===== config.mk =====
export PLATFORM = sky130hd
export DESIGN_NAME = lawd_decoder
export DESIGN_NICKNAME = d
export VERILOG_FILES = /design/src/verilog/lawd_pkg.sv /design/src/verilog/lawd_win_match.sv /design/src/verilog/lawd_prio_pick.sv /design/src/verilog/lawd_decoder.sv
export SDC_FILE = /design/constraint.sdc
export NUM_CORES = 1
export LEC_CHECK = 0
export BUFFER_PORTS_ARGS = -buffer_cell sky130_fd_sc_hd__buf_2
export CAP_MARGIN = 20
export CORE_MARGIN = 4
export CORE_UTILIZATION = 45
export DETAILED_ROUTE_END_ITERATION = 12
export SLEW_MARGIN = 10
export SYNTH_ARGS = -nofsm -noshare
export SYNTH_HDL_FRONTEND = slang
export SYNTH_HIERARCHICAL = 1
export SYNTH_SLANG_ARGS = --single-unit

===== constraint.sdc =====
create_clock -name core_clk_i -period 3.72 [get_ports core_clk_i]
set_input_delay 0.558 -clock core_clk_i [delete_from_list [all_inputs] [get_ports core_clk_i]]
set_output_delay 0.558 -clock core_clk_i [all_outputs]
set_load 0.1 [all_outputs]

===== src/verilog/lawd_pkg.sv =====
// Purpose: shared constants and types for the local address window decoder
// Assumes: 32-bit local address space, registers on a 32-bit Avalon-MM slave
// Notes: attribute layout and status offsets are fixed here for every file
package lawd_pkg;
   // address space and window counts
   localparam int ADDR_W = 32;
   localparam int NUM_WIN = 7;
   localparam int NUM_PROG = 6;
   localparam int NUM_LB = 4;
   localparam int WIN_IDX_W = 3;
   localparam int SRC_W = 2;
   // field widths and positions
   localparam int CFG_SPAN_BITS = 21;
   localparam int CFG_BASE_W = ADDR_W - CFG_SPAN_BITS;
   localparam int LOW_BITS = 12;
   localparam int PROG_BASE_W = ADDR_W - LOW_BITS;
   localparam int SIZE_W = 6;
   localparam int ATTR_EN_BIT = 31;
   // size code n means 2^(n+1) bytes: 11 is 4 Kbytes, 30 is 2 Gbytes
   localparam logic [SIZE_W-1:0] SIZE_MIN = 6'h0b;
   localparam logic [SIZE_W-1:0] SIZE_MAX = 6'h1e;
   // reset values
   localparam logic [ADDR_W-1:0] CFG_BASE_RST = 32'hff40_0000;
   localparam logic [PROG_BASE_W-1:0] PROG_BASE_RST = 20'h0_0000;
   localparam logic [SIZE_W-1:0] SIZE_RST = 6'h00;
   // register byte offsets
   localparam int REG_AW = 8;
   localparam logic [REG_AW-1:0] OFS_CFG_BASE = 8'h00;
   localparam logic [REG_AW-1:0] OFS_LB_WIN = 8'h20;
   localparam logic [REG_AW-1:0] OFS_DDR_WIN = 8'ha0;
   localparam logic [REG_AW-1:0] OFS_ATTR = 8'h04;
   localparam logic [REG_AW-1:0] WIN_STRIDE = 8'h08;
   localparam logic [REG_AW-1:0] OFS_MISS_ADDR = 8'hf0;
   localparam logic [REG_AW-1:0] OFS_STATUS = 8'hf4;
   localparam int NUM_DDR = NUM_PROG - NUM_LB;

   typedef enum logic [1:0] {TGT_NONE, TGT_CFG, TGT_LBC, TGT_DDR} lawd_tgt_e;
   typedef enum logic {BUS_IDLE, BUS_ACK} lawd_bus_e;

   // transaction offered by an initiator
   typedef struct packed {
      logic valid;
      logic write;
      logic [SRC_W-1:0] src;
      logic [ADDR_W-1:0] addr;
   } lawd_req_s;

   // transaction with its routing decision attached
   typedef struct packed {
      logic valid;
      logic write;
      logic [SRC_W-1:0] src;
      logic [ADDR_W-1:0] addr;
      lawd_tgt_e tgt;
      logic [WIN_IDX_W-1:0] win;
      logic miss;
   } lawd_route_s;

   // fixed target of each window number
   function automatic lawd_tgt_e win_target(input logic [WIN_IDX_W-1:0] w);
      lawd_tgt_e t;
      t = TGT_NONE;
      if (w == 3'h0) begin
         t = TGT_CFG;
      end else if (w <= 3'(NUM_LB)) begin
         t = TGT_LBC;
      end else if (w < 3'(NUM_WIN)) begin
         t = TGT_DDR;
      end
      return t;
   endfunction
endpackage


===== src/verilog/lawd_win_match.sv =====
// Purpose: address compare for one programmable window
// Assumes: size code n selects a 2^(n+1) byte window
// Notes: purely combinational, the top registers the result
`timescale 1ns/1ps
module lawd_win_match
   import lawd_pkg::*;
#(
   parameter int AW = 32
) (
   input wire logic [AW-1:0] addr_i, // transaction address
   input wire logic [AW-LOW_BITS-1:0] base_i, // window base, high bits
   input wire logic en_i, // window enable
   input wire logic [SIZE_W-1:0] size_i, // size code
   output logic hit_o // address falls inside window
);
   logic [AW-LOW_BITS-1:0] cmp_mask;
   logic size_ok;

   // compare only the bits above the window size; a misaligned base drops its low bits
   always_comb begin
      for (int k = 0; k < AW - LOW_BITS; k++) begin
         cmp_mask[k] = ((k + LOW_BITS) > int'(size_i));
      end
   end

   // out-of-range size codes never hit, so a bad setting cannot claim space
   assign size_ok = (size_i >= SIZE_MIN) && (size_i <= SIZE_MAX);
   assign hit_o = en_i && size_ok && (((addr_i[AW-1:LOW_BITS] ^ base_i) & cmp_mask) == '0);
endmodule // lawd_win_match


===== src/verilog/lawd_prio_pick.sv =====
// Purpose: pick the lowest numbered hit among programmable windows
// Assumes: hit vector bit 0 is window 1
// Notes: overlapping programmable windows resolve to the lowest number
`timescale 1ns/1ps
module lawd_prio_pick
   import lawd_pkg::*;
#(
   parameter int N = 6
) (
   input wire logic [N-1:0] hit_i, // per-window hits
   output logic any_o, // some window hit
   output logic [WIN_IDX_W-1:0] win_o // window number of winner
);
   // scan downward so the lowest index is the last to be assigned
   always_comb begin
      any_o = 1'b0;
      win_o = '0;
      for (int i = N - 1; i >= 0; i--) begin
         if (hit_i[i]) begin
            any_o = 1'b1;
            win_o = WIN_IDX_W'(i + 1);
         end
      end
   end
endmodule // lawd_prio_pick


===== src/verilog/lawd_decoder.sv =====
// Purpose: route each local transaction to its target by address window
// Assumes: one common map for all initiators; registers on Avalon-MM
// Notes: one cycle from request to route; unmapped addresses come out as misses
`timescale 1ns/1ps
module lawd_decoder
   import lawd_pkg::*;
(
   input wire logic core_clk_i, // system bus clock
   input wire logic nrst_i, // asynchronous reset, active low
   input wire logic [REG_AW-1:0] avs_address_i, // register byte address
   input wire logic avs_read_i, // register read request
   input wire logic avs_write_i, // register write request
   input wire logic [31:0] avs_writedata_i, // register write data
   input wire logic [3:0] avs_byteenable_i, // write byte lanes
   output logic [31:0] avs_readdata_o, // register read data
   output logic avs_waitrequest_o, // high until the access is answered
   input wire lawd_pkg::lawd_req_s req_i, // transaction from any initiator
   output lawd_pkg::lawd_route_s route_o // routed transaction
);
   import lawd_pkg::*;

   // register state
   logic [CFG_BASE_W-1:0] cfg_base_reg;
   logic [PROG_BASE_W-1:0] win_base_reg [NUM_PROG];
   logic win_en_reg [NUM_PROG];
   logic [SIZE_W-1:0] win_size_reg [NUM_PROG];
   logic [ADDR_W-1:0] miss_addr_reg;
   logic miss_flag_reg;
   lawd_bus_e bus_reg;
   logic wait_reg;
   logic [31:0] rdata_reg;
   lawd_route_s route_reg;
   lawd_route_s route_next;

   // decode results
   logic cfg_hit;
   logic [NUM_PROG-1:0] prog_hit;
   logic prog_any;
   logic [WIN_IDX_W-1:0] prog_win;
   logic acc_take;
   logic wr_take;
   logic [WIN_IDX_W-1:0] acc_win;
   logic acc_attr;
   logic [31:0] rd_val;
   logic [31:0] cfg_base_word;
   logic [31:0] cfg_wr;
   logic cfg_sel;
   logic clr_miss;
   logic [31:0] status_word;

   // map a register address to a programmable window number, 0 if none
   // windows 1-4 sit in the local bus block, 5-6 in the memory block; offsets between decode to nothing
   function automatic logic [WIN_IDX_W-1:0] reg_win(input logic [REG_AW-1:0] a);
      logic [WIN_IDX_W-1:0] w;
      logic [REG_AW-1:0] d;
      w = '0;
      d = '0;
      if (a >= OFS_LB_WIN && a < OFS_LB_WIN + WIN_STRIDE * REG_AW'(NUM_LB)) begin
         d = a - OFS_LB_WIN;
         w = WIN_IDX_W'(d[REG_AW-1:3]) + 3'h1;
      end else if (a >= OFS_DDR_WIN && a < OFS_DDR_WIN + WIN_STRIDE * REG_AW'(NUM_DDR)) begin
         d = a - OFS_DDR_WIN;
         w = WIN_IDX_W'(d[REG_AW-1:3]) + 3'(NUM_LB + 1);
      end
      return w;
   endfunction

   // apply byte enables to a stored word
   // untouched lanes keep their value; reserved bits are rebuilt as zero before the merge
   function automatic logic [31:0] be_merge(input logic [31:0] old_v, input logic [31:0] new_v,
                                            input logic [3:0] be);
      logic [31:0] r;
      r = old_v;
      for (int b = 0; b < 4; b++) begin
         if (be[b]) begin
            r[b*8 +: 8] = new_v[b*8 +: 8];
         end
      end
      return r;
   endfunction

   // configuration window: fixed 2-Mbyte span, no enable to clear
   // the region can be moved but never switched off, so the register space stays reachable
   assign cfg_hit = (req_i.addr[ADDR_W-1:CFG_SPAN_BITS] == cfg_base_reg);

   // one comparator per programmable window, all fed the same address
   // misaligned bases are tolerated: the bits under the window size simply do not compare
   generate
      for (genvar g = 0; g < NUM_PROG; g++) begin : g_win
         lawd_win_match #(
            .AW(ADDR_W)
         ) u_match (
            .addr_i(req_i.addr),
            .base_i(win_base_reg[g]),
            .en_i(win_en_reg[g]),
            .size_i(win_size_reg[g]),
            .hit_o(prog_hit[g])
         );
      end
   endgenerate

   lawd_prio_pick #(
      .N(NUM_PROG)
   ) u_pick (
      .hit_i(prog_hit),
      .any_o(prog_any),
      .win_o(prog_win)
   );

   // routing decision; initiator id does not enter the decode, so all share one map
   // the config compare sits ahead of the pick, so a relocated config region shadows any window under it
   always_comb begin
      route_next.valid = req_i.valid;
      route_next.write = req_i.write;
      route_next.src = req_i.src;
      route_next.addr = req_i.addr;
      route_next.tgt = TGT_NONE;
      route_next.win = '0;
      route_next.miss = 1'b0;
      if (req_i.valid) begin
         if (cfg_hit) begin
            route_next.win = '0;
            route_next.tgt = win_target(3'h0);
         end else if (prog_any) begin
            route_next.win = prog_win;
            route_next.tgt = win_target(prog_win);
         end else begin
            route_next.miss = 1'b1;
         end
      end
   end

   // route stage: registered so the output is a clean flop
   // one cycle of latency is traded for keeping the window compare off the target's input path
   // valid clears in reset so no target sees a phantom transfer
   always_ff @(posedge core_clk_i or negedge nrst_i) begin
      if (!nrst_i) begin
         route_reg <= '0;
      end else begin
         route_reg <= route_next;
      end
   end

   assign route_o = route_reg;

   // write one to the status flag clears it; only lane 0 carries the flag
   assign clr_miss = wr_take && (avs_address_i == OFS_STATUS) && avs_byteenable_i[0] && avs_writedata_i[0];

   // last unmapped address and sticky miss flag; a new miss wins over the clear
   // the flag is sticky so a miss between two polls is not lost
   always_ff @(posedge core_clk_i or negedge nrst_i) begin
      if (!nrst_i) begin
         miss_addr_reg <= '0;
         miss_flag_reg <= 1'b0;
      end else begin
         if (route_next.miss) begin
            miss_addr_reg <= req_i.addr;
            miss_flag_reg <= 1'b1;
         end else if (clr_miss) begin
            miss_flag_reg <= 1'b0;
         end
      end
   end

   // bus handshake: every access waits one cycle, then is answered for one cycle
   // the wait cycle lets the read mux land in a flop, so readdata leaves a register
   // a request still held in the ack cycle is not taken twice: idle returns only after it
   assign acc_take = (avs_read_i || avs_write_i) && (bus_reg == BUS_IDLE);
   assign wr_take = avs_write_i && (bus_reg == BUS_ACK);
   assign acc_win = reg_win(avs_address_i);
   assign acc_attr = (avs_address_i[2:0] == OFS_ATTR[2:0]);

   always_ff @(posedge core_clk_i or negedge nrst_i) begin
      if (!nrst_i) begin
         bus_reg <= BUS_IDLE;
         wait_reg <= 1'b1;
      end else begin
         case (bus_reg)
            BUS_IDLE: begin
               if (acc_take) begin
                  bus_reg <= BUS_ACK;
                  wait_reg <= 1'b0;
               end
            end
            BUS_ACK: begin
               bus_reg <= BUS_IDLE;
               wait_reg <= 1'b1;
            end
            default: begin
               bus_reg <= BUS_IDLE;
               wait_reg <= 1'b1;
            end
         endcase
      end
   end

   assign avs_waitrequest_o = wait_reg;

   // configuration base as a full word, reserved low bits zero
   assign cfg_base_word = {cfg_base_reg, {CFG_SPAN_BITS{1'b0}}};

   // status word: only the sticky miss flag is implemented
   assign status_word = {31'h0000_0000, miss_flag_reg};

   // read mux; unmapped offsets return zero
   // reads have no side effect, so the miss flag clears only by a write
   always_comb begin
      rd_val = '0;
      if (avs_address_i == OFS_CFG_BASE) begin
         rd_val = cfg_base_word;
      end else if (avs_address_i == OFS_MISS_ADDR) begin
         rd_val = miss_addr_reg;
      end else if (avs_address_i == OFS_STATUS) begin
         rd_val = status_word;
      end else if (acc_win != '0) begin
         if (acc_attr) begin
            rd_val[ATTR_EN_BIT] = win_en_reg[acc_win-1];
            rd_val[SIZE_W-1:0] = win_size_reg[acc_win-1];
         end else begin
            rd_val = {win_base_reg[acc_win-1], {LOW_BITS{1'b0}}};
         end
      end
   end

   // read data captured when the answer is launched, held through the ack cycle
   always_ff @(posedge core_clk_i or negedge nrst_i) begin
      if (!nrst_i) begin
         rdata_reg <= '0;
      end else if (acc_take && avs_read_i) begin
         rdata_reg <= rd_val;
      end
   end

   assign avs_readdata_o = rdata_reg;

   // configuration base: relocatable; new map takes effect on the next transaction
   assign cfg_sel = wr_take && (avs_address_i == OFS_CFG_BASE);
   assign cfg_wr = be_merge(cfg_base_word, avs_writedata_i, avs_byteenable_i); // low 21 bits dropped below

   // only the upper 11 bits exist; ones written to the reserved part have no effect
   always_ff @(posedge core_clk_i or negedge nrst_i) begin
      if (!nrst_i) begin
         cfg_base_reg <= CFG_BASE_RST[ADDR_W-1:CFG_SPAN_BITS];
      end else if (cfg_sel) begin
         cfg_base_reg <= cfg_wr[ADDR_W-1:CFG_SPAN_BITS];
      end
   end

   // programmable window registers, base and attribute per window
   // a write lands at the edge where waitrequest is seen low, so the next transaction already sees it
   // enable and size are written together, so a window never shows a half-programmed attribute
   generate
      for (genvar g = 0; g < NUM_PROG; g++) begin : g_regs
         logic sel_base;
         logic sel_attr;
         logic [31:0] base_word;
         logic [31:0] attr_word;
         logic [31:0] base_wr;
         logic [31:0] attr_wr;

         assign sel_base = wr_take && (acc_win == WIN_IDX_W'(g + 1)) && !acc_attr;
         assign sel_attr = wr_take && (acc_win == WIN_IDX_W'(g + 1)) && acc_attr;
         assign base_word = {win_base_reg[g], {LOW_BITS{1'b0}}};
         assign attr_word = {win_en_reg[g], {(31 - SIZE_W){1'b0}}, win_size_reg[g]};
         assign base_wr = be_merge(base_word, avs_writedata_i, avs_byteenable_i);
         assign attr_wr = be_merge(attr_word, avs_writedata_i, avs_byteenable_i);

         always_ff @(posedge core_clk_i or negedge nrst_i) begin
            if (!nrst_i) begin
               win_base_reg[g] <= PROG_BASE_RST;
               win_en_reg[g] <= 1'b0;
               win_size_reg[g] <= SIZE_RST;
            end else begin
               if (sel_base) begin
                  win_base_reg[g] <= base_wr[ADDR_W-1:LOW_BITS];
               end
               if (sel_attr) begin
                  win_en_reg[g] <= attr_wr[ATTR_EN_BIT];
                  win_size_reg[g] <= attr_wr[SIZE_W-1:0];
               end
            end
         end
      end
   endgenerate
endmodule // lawd_decoder


* Yosys cells after proc, flatten, opt, wreduce, memory -nomap -nowiden *
Cells that the tools add are included.

word-level totals
  register bits = 282
  bits of input ports = 84
  output and inout port bits = 75

cells by class
  multiplexer cells = 44
  eq/ne operators = 11
  reductions and logical operators = 89
  bitwise logic cells = 14
  order comparisons = 139
  add/subtract/negate cells = 5

operators with widths
  cell                 number
  $gt 5x6->1 const A   96
  $gt 4x6->1 const A   24
  $mux 32              4
  $and 20x20->20       6
  $logic_not 20->1     6
  $xor 20x20->20       6
  $reduce_and 2->1     32
  $bmux 20 s3          1
  $logic_and 1x1->1    45
  $mux 20              2
  $ge 6x4->1 const B   6
  $le 6x5->1 const B   6
  $ge 33x4->1 const B  1
  $not 32->33          1
  $mux 25              1
  $mux 3               8
  $mux 6               4
  $bmux 6 s3           1
  $eq 8x8->1 const B   2
  $mux 1               15
  $eq 3x3->1 const B   4
  $sub 6x6->6 const B  2
  $eq 11x11->1         1
  $mux 5               2
  22 further kinds     26

* Depth between registers and ports, before layout *
Gate-level depths: netlist of the first run.

  word-level depth = 18
  mapped depth = 13
  depth with buffers taken out = 12

* Modules after synthesis *
The synthesis of the first run kept the hierarchy.

by module, submodules not included
  module                                 times used  area each (um^2)  cells each  sequential area each (um^2)
  lawd_decoder                           1           11913.9           813         7069.3
  lawd_win_match (g_win[0].u_match ...)  5           534.3             71          0.0
  lawd_win_match (g_win[5].u_match)      1           593.1             79          0.0
  lawd_prio_pick                         1           57.6              10          0.0

* Least setup slack after synthesis of the first run *
OpenSTA, ideal clock, no wires.

  path kind = in2reg
  start = in avs_address_i[6]
  end = reg win_base_reg (netlist bit g_regs[4].base_word[29])
  path slack = 842 ps
  stages = 10
  arrival time = 2750 ps
  setup time = 128 ps
  cell sequence = and2b_4 and3_1 buf_6 buf_4 buf_2 ha_1 nand2_1 nor3_1 nand2_1 mux2_1

on the way
  longest elaborated chain between the ends = 8
  elaborated cells between the ends (all ways) = 12
  those cells by class = order compare (4); eq/ne (1); mux (2); reduce/logical (5)

RTL lines
  item                                             line                 text
  from (decl)                                      lawd_decoder.sv:10   input wire logic [REG_AW-1:0] avs_address_i,
  $ge 8x8->1 / $lt 8x8->1 (equally long branches)  lawd_decoder.sv:61   end else if (a >= OFS_DDR_WIN && a < OFS_DDR_WIN + WIN_STRIDE * REG_AW'(NUM_DDR)) begin
  $logic_and 1x1->1                                lawd_decoder.sv:61
  $mux 3                                           lawd_decoder.sv:61
  $mux 3 *                                         lawd_decoder.sv:58   if (a >= OFS_LB_WIN && a < OFS_LB_WIN + WIN_STRIDE * REG_AW'(NUM_LB)) begin
  $eq 3x3->1 *                                     lawd_decoder.sv:261  assign sel_base = wr_take && (acc_win == WIN_IDX_W'(g + 1)) && !acc_attr;
  $logic_and 1x1->1 * (2 in series)                lawd_decoder.sv:261
  $reduce_and 2->1 (no source line) *              --
  to (signal, indexed assignment)                  lawd_decoder.sv:275  win_base_reg[g] <= base_wr[ADDR_W-1:LOW_BITS];
  to (decl)                                        lawd_decoder.sv:24   logic [PROG_BASE_W-1:0] win_base_reg [NUM_PROG];

Every way passes the cells marked *; elsewhere a longest branch is shown, timed or not.
A chain may end at the register's enable or synchronous reset.

* Worst setup path in the final report of the first run *
  start = reg win_size_reg (netlist bit g_regs[2].attr_word[1])
  end = reg miss_addr_reg[8]

on the way
  longest elaborated chain between the ends = 10
  elaborated cells between the ends (all ways) = 33
  those cells by class = order compare (22); mux (6); bitwise (1); reduce/logical (4)

RTL lines
  item                                                          line                                        text
  from (decl)                                                   lawd_decoder.sv:26                          logic [SIZE_W-1:0] win_size_reg [NUM_PROG];
  from (signal, indexed assignment)                             lawd_decoder.sv:279                         win_size_reg[g] <= attr_wr[SIZE_W-1:0];
  $gt 4x6->1, or another cell as far along                      lawd_win_match.sv:22                        cmp_mask[k] = ((k + LOW_BITS) > int'(size_i));
  $and 20x20->20 / $logic_and 1x1->1 (equally long branches)    lawd_win_match.sv:28, lawd_win_match.sv:27
  $logic_not 20->1 / $logic_and 1x1->1 (equally long branches)  lawd_win_match.sv:28                        assign hit_o = en_i && size_ok && (((addr_i[AW-1:LOW_BITS] ^ base_i) & cmp_mask) == '0);
  $logic_and 1x1->1 *                                           lawd_win_match.sv:28
  named net prog_hit[2]                                         lawd_decoder.sv:37                          logic [NUM_PROG-1:0] prog_hit;
  $mux 1 * (3 in series)                                        lawd_prio_pick.sv:19                        if (hit_i[i]) begin
  named net prog_any                                            lawd_decoder.sv:38                          logic prog_any;
  $mux 1 *                                                      lawd_decoder.sv:124                         end else if (prog_any) begin
  $mux 1 *                                                      lawd_decoder.sv:121                         if (cfg_hit) begin
  $mux 6 *                                                      lawd_decoder.sv:120                         if (req_i.valid) begin
  to (signal assigned)                                          lawd_decoder.sv:157                         miss_addr_reg <= req_i.addr;
  to (decl)                                                     lawd_decoder.sv:27                          logic [ADDR_W-1:0] miss_addr_reg;

The timed path passes the listed nets; every way through them passes the cells marked *.

==> results.toml, run 1 <==
[synthesis]
yosysSeqAreaShare_pct = 46.40
ys_warn_count = 6
avgSynthCellArea_um2 = 12.12
syn_nets = 1348
synth-edff-count = 0
synthArstFlopShare_pct = 100.0
synthesis.area_um2 = 15240
ys.flop_type = "dfrtp_1"
syn_inst = 1257
synth_cell_type_count = 76
synth_seq_cells = 282

[finish]
final_cell_mix = "272 x dfrtp_1, 203 x mux2_2, 151 x buf_2"
final_common_cell = "dfrtp_1"
diodes = 0
largest_reg_flops = 120
final_nets = 1516
syn_to_final_growth_pct = 15.61
drive_above_1_share_pct = 36.00

[detailed_routing]
postRouteWirelength_um = 48370
wl_met2_um = 21840
postRouteAntennaNets = 0
wl_per_cell_um = 25.49
via_count = 11570
top_layer = "met4"
first_iter_violations = 1002
drtPass1Iterations = 7
wl_met1_um = 21010
routed_via_density = 6.095
routed-wl-met3_um = 3877
drc = 0

[grt]
grt_pass1_wl_um = 72780
grt_max_degree = 95
antenna_found_initial = 0
first_global_vias = 11440
gr-total-overflow = 0
grtUsageTotal_pct = 26.01

[sta]
rsz0062_at_grt = "false"
fin_hold_ws_ns = -0.01776
finalSetupTns_ns = 0
finClkSkew_ns = 0.01927
worst_pin_slew_ns = 0.8163
fmax_mhz = 304.1
finalCritPeriodShare_pct = 88.41
hold_violations = 10
fin_crit_ns = 3.289
setup_viol = 0
drv_slew = 0
maxSlewHeadroom_pct = 45.08

[worst_setup_path]
crit_chain = "or2_1 -> a31o_1 -> a211o_1 -> nand4_1 -> nor3_2 -> nor3_1 -> nand2_1 -> nor2_4 -> buf_12 -> mux2_2"
worstSetupPathType = "flop to flop"
endpoint_kind = "flop"
crit_family = "simple AND/OR/NAND/NOR gates"
critPathSlowestCell = "dfrtp_1"
worst_setup_path_start_kind = "flop"
cp.arrival_ns = 3.73
crit_buf_inv = 1
cp.required_ns = 4.16
max_stage_delay_ns = 0.59
path_max_fanout = 19

[status]
status = "finished with violations"
failed_checks = "negative hold slack"

[pwr]
peakVddDrop_mv = 0.3459
p_per_area_nw_per_um2 = 447.5
p_leak_uw = 0.008026

[placed_design]
portBuffers = 152
gp_congestion = 0.9953
dp_hpwl_um = 35570

[floorplanning]
io_pins = 159
start_util_pct = 45.55
core.rowCount = 67
core_area_um2 = 33450
die_w_um = 192.0
die_h_um = 192.0
fp.dieArea_um2 = 36870

[clock_network]
h-tree-depth = 1
clock_sinks = 282
numCtsBuffers = 31
insertion_delay_ns = 0.58
clk_path_buf_depth = 3
hold_buffers = 0
post_cts_buffers = 0
post_cts_resized = 0
clockRootBuffer = "clkbuf_16"
cts.clk_slew.worst_paths_ns = 0.06
cts_tree = "done"

[min_path]
min_path_type = "input port to asynchronous set/reset pin"

[flow_run]
drv_cap = 0
## worst paths after layout
check / to / depth (start not counted) / startpoint / slack, ns
max in group asynchronous: cfg_base_reg[7] / 2 / nrst_i / 2.80
hold / removal: miss_addr_reg[9] / 1 / nrst_i / -0.02
hold reg to reg: miss_flag_reg / 1 / miss_flag_reg / 0.47
min in group core_clk_i: route_o[39] / 1 / req_i[33] / 0.10
setup reg to reg: miss_addr_reg[8] / 10 / g_regs[2].attr_word[1] / 0.43
setup / recovery: miss_addr_reg[8] / 10 / g_regs[2].attr_word[1] / 0.43
## worst reg2reg max path, delay by kind of cell, from the launching register on
| family | cells | cell delay (ns) |
|---|---|---|
| AND/OR/NAND/NOR | 6 | 1.50 |
| AO/OA/AOI/OAI | 2 | 0.53 |
| flip-flops | 1 | 0.59 |
| buffers and inverters | 1 | 0.19 |
| multiplexers | 1 | 0.37 |
## per-stage QoR
| stage | util (%) | setup WS [ns] | power [µW] | cells | instance area [µm²] |
|---|---|---|---|---|---|
| 2_1_floorplan | - | 0.8424 | 4295 | 1257 | 15240 |
| 3_3_place_gp | 49.60 | 0.3224 | 4793 | 1840 | 16590 |
| 3_5_place_dp | 49.60 | 0.3051 | 4810 | 1840 | 16590 |
| 4_1_cts | 52.66 | 0.5261 | 7941 | 1898 | 17610 |
| 5_1_grt | 52.66 | 0.3055 | 8178 | 1898 | 17610 |
| 6_report | 52.66 | 0.4311 | 7883 | 1898 | 17610 |
## routing by layer
layer  track usage (%)  vias up
met4             7.625        0
met3             4.180       84
li1                  -     5073
met1             37.50     5893
met5                 0        -
met2             40.81      518
## cell usage after synthesis (6+ instances only)
library cell / instances / area [µm²]
a41oi_1: 6 / 52.55
a21oi_1: 33 / 165.2
a22oi_1: 17 / 127.6
inv_1: 16 / 60.06
mux2_2: 203 / 2286
a222oi_1: 10 / 100.1
buf_6: 11 / 123.9
a22o_1: 16 / 140.1
buf_4: 10 / 75.07
o2111ai_1: 7 / 61.31
a211o_1: 11 / 96.34
o31ai_1: 7 / 52.55
xnor2_2: 10 / 162.7
ha_1: 7 / 87.58
a31oi_1: 23 / 143.9
xor2_1: 59 / 516.8
nand3_1: 17 / 85.08
o22ai_1: 7 / 43.79
nor3_1: 18 / 90.09
xnor2_1: 64 / 560.5
nor2_1: 47 / 176.4
mux4_2: 21 / 473.0
o211ai_1: 35 / 262.8
dfrtp_1: 272 / 6807
and3_1: 12 / 75.07
clkbuf_1: 17 / 63.81
dfstp_2: 10 / 262.8
a31o_2: 6 / 52.55
nor4b_1: 10 / 87.58
buf_2: 24 / 120.1
a31o_1: 10 / 87.58
nor4_1: 6 / 37.54
o21ai_0: 22 / 110.1
nand2_1: 69 / 259.0
mux2i_1: 37 / 370.4
a2111oi_0: 10 / 87.58
nand4_1: 22 / 137.6
## power breakdown
group	internal, µW	switching (µW)	leakage [µW]	total (µW)
clock	1850	1260	0.000497	3110
sequential	3270	181	0.00369	3450
combinational	472	845	0.00384	1320
## final cells by class
class / instances / area (µm²)
fill: 2934 / 15830
clock inverter: 8 / 126.4
inverter: 18 / 67.56
timing repair buffer: 198 / 1179
tap: 448 / 560.5
sequential: 282 / 7069
multi-input combinational: 894 / 7715
clock buffer: 50 / 897.1
## cells by family after synthesis
group                      after synthesis  share of synthesized area (%)
xor gates and xnor gates               134                          8.319
muxes                                  266                          21.11
and+or+nand+nor                        243                          8.508
buffers and inverters                   81                          3.055
DFF                                    282                          46.40
AOI/OAI and AO/OA                      244                          12.04
adders and majority gates                7                         0.5748
Note: power is estimated with default switching activity, not from simulation.
==> inputs of run 2 (changes only) <==
==> constraint.sdc (replaced) <==
create_clock -name core_clk_i -period 3.66 [get_ports core_clk_i]
set_input_delay 0.549 -clock core_clk_i [delete_from_list [all_inputs] [get_ports core_clk_i]]
set_output_delay 0.549 -clock core_clk_i [all_outputs]
set_load 0.1 [all_outputs]
==> run 2 against run 1 <==
Compared with the run above: final area increased by 0.49%; the flow now finishes without violations; hold slack better by 0.10 ns; setup slack worse by 0.25 ns; critical path depth unchanged; flip-flop and latch count unchanged; first-iteration DRC count is 23% higher; total power rose by 2.8%; fmax decreased by 5.5%; largest cell class unchanged; sequential power rose by 2%; non-clock buffer count rose by 1; clock power up 5%; highest routed layer unchanged; global-route usage fell by 0.50 points.
==> results.toml, run 2 (synthesized netlist as in run 1, its figures left out) <==
[sta]
finClkSkew_ns = 0.01650
setup_viol = 0
finalSetupTns_ns = 0
maxSlewHeadroom_pct = 35.04
hold_violations = 0
fmax_mhz = 287.3
finalCritPeriodShare_pct = 95.12
fin_crit_ns = 3.481
drv_slew = 0
rsz0062_at_grt = "false"
layout_setup_ws_ns = 0.1787
worst_pin_slew_ns = 0.9733

[finish]
syn_to_final_growth_pct = 16.18
final_area_um2 = 17700
fillers = 2940
diodes = 0
final_common_cell = "dfrtp_1"
final_cell_mix = "272 x dfrtp_1, 203 x mux2_2, 151 x buf_2"
drive_above_1_share_pct = 36.71
largest_reg_flops = 120
stdcell_count = 1897
final_nets = 1520

[clock_network]
cts_tree = "done"
h-tree-depth = 2
hold_buffers = 0
numCtsBuffers = 34
clockRootBuffer = "clkbuf_16"
clock_sinks = 282
clk_path_buf_depth = 3
cts.clk_slew.worst_paths_ns = 0.06
insertion_delay_ns = 0.51
post_cts_resized = 0
post_cts_buffers = 0

[pwr]
power_uw = 8105
swShare_pct = 28.58
switchingPower_uw = 2316
seq_power_share_pct = 43.3
combPwrFrac_pct = 16.4
power_frac_clock_pct = 40.3
peakVddDrop_mv = 0.3023
p_per_area_nw_per_um2 = 457.9
internal-power_uw = 5789
p_leak_uw = 0.008080

[grt]
antenna_found_initial = 1
gr-total-overflow = 0
grt_use_met2_pct = 39.11
use_met3_pct = 5.453
grt_max_degree = 89
grtUsageTotal_pct = 25.52
grt_pass1_wl_um = 71060
top_usage_layer = "met2"
first_global_vias = 11200
met1_usage_pct = 35.92

[detailed_routing]
drtPass1Iterations = 6
drc = 0
first_iter_violations = 1235
postRouteWirelength_um = 47660
postRouteAntennaNets = 0
wl_per_cell_um = 25.13
routed_via_density = 6.079
via_count = 11530

[worst_setup_path]
worstSetupPathType = "flop to flop"
path_max_fanout = 11
worst_setup_path_start_kind = "flop"
endpoint_kind = "flop"
cp.arrival_ns = 3.87
cp.required_ns = 4.05

[placed_design]
pre_cts_ws_ns = 0.1809
gp_congestion = 1.004
dp_hpwl_um = 35310
placed_cell_area_um2 = 16610
placedCellCount = 1841
portBuffers = 152

[floorplanning]
fp.dieArea_um2 = 36870
die_w_um = 192.0
io_pins = 159
start_util_pct = 45.55
die_h_um = 192.0
core_area_um2 = 33450
core.rowCount = 67

[status]
status = "complete, no violations"

[flow_run]
drv_cap = 0

[min_path]
min_path_type = "input port to asynchronous set/reset pin"
## run 2: cell types whose count changed in the layout (fill, tap and decap cells not counted), sizes merged
cell,delta
buf,+1
bufinv,-3
inv,-1
clkbuf,-2
clkinvlp,+1
clkinv,+3
## run 2: routing by layer
layer  routed length, µm  part of all wire (%)
met2               21200                    44
met1               20960                    44
met3                3457                   7.3
met5                   0                     0
met4                2047                   4.3
## run 2: power by group through the flow
stage,registers [µW],clock network [µW],logic [µW]
detailed placement,3560,0,1320
floorplan,3730,0,634
finish,3510,3270,1330
CTS,3500,3340,1330
global route,3530,3460,1410
global placement,3550,0,1310
## run 2: worst max-delay path, cell delays in order, from the launching register on
cell and delay [ns]:
dfrtp_1 0.54, buf_4 0.24, a2111oi_0 0.59, nor4b_1 0.13
o2111ai_1 0.14, nor3_2 0.08, nor3_1 0.55, nand2_1 0.26
nor2_4 0.19, buf_4 0.26, mux2_2 0.36
## run 2: layout make-up
type	count	area, µm²	share of cell area, %
flip-flops and latches	282	7069	39.94
repair buffers	199	1199	6.772
clock inverters	8	42.54	0.2403
inverters	18	67.56	0.3817
clock buffers	48	1047	5.916
well taps	448	560.5	3.167
multi-input cells	894	7715	43.59
## run 2: final timing paths
| check | start | end | slack [ns] | depth (start not counted) |
|---|---|---|---|---|
| max in group asynchronous | nrst_i | cfg_base_reg[1] | 2.69 | 2 |
| max reg2reg | g_regs[4].attr_word[1] | miss_addr_reg[22] | 0.18 | 10 |
| min | nrst_i | avs_readdata_o[9] | 0.08 | 1 |
| max | g_regs[4].attr_word[1] | miss_addr_reg[22] | 0.18 | 10 |
| min in group core_clk_i | req_i[33] | route_o[39] | 0.14 | 1 |
| min reg2reg | bus_reg | bus_reg | 0.47 | 1 |
## run 2: per-stage QoR
stage / hold WS [ns] / util (%)
6_report: 0.08344 / 52.92
5_1_grt: 0.1292 / 52.92
4_1_cts: 0.09856 / 52.92
3_5_place_dp: 0.4650 / 49.66
3_3_place_gp: 0.4548 / 49.66
2_1_floorplan: 0.2534 / -
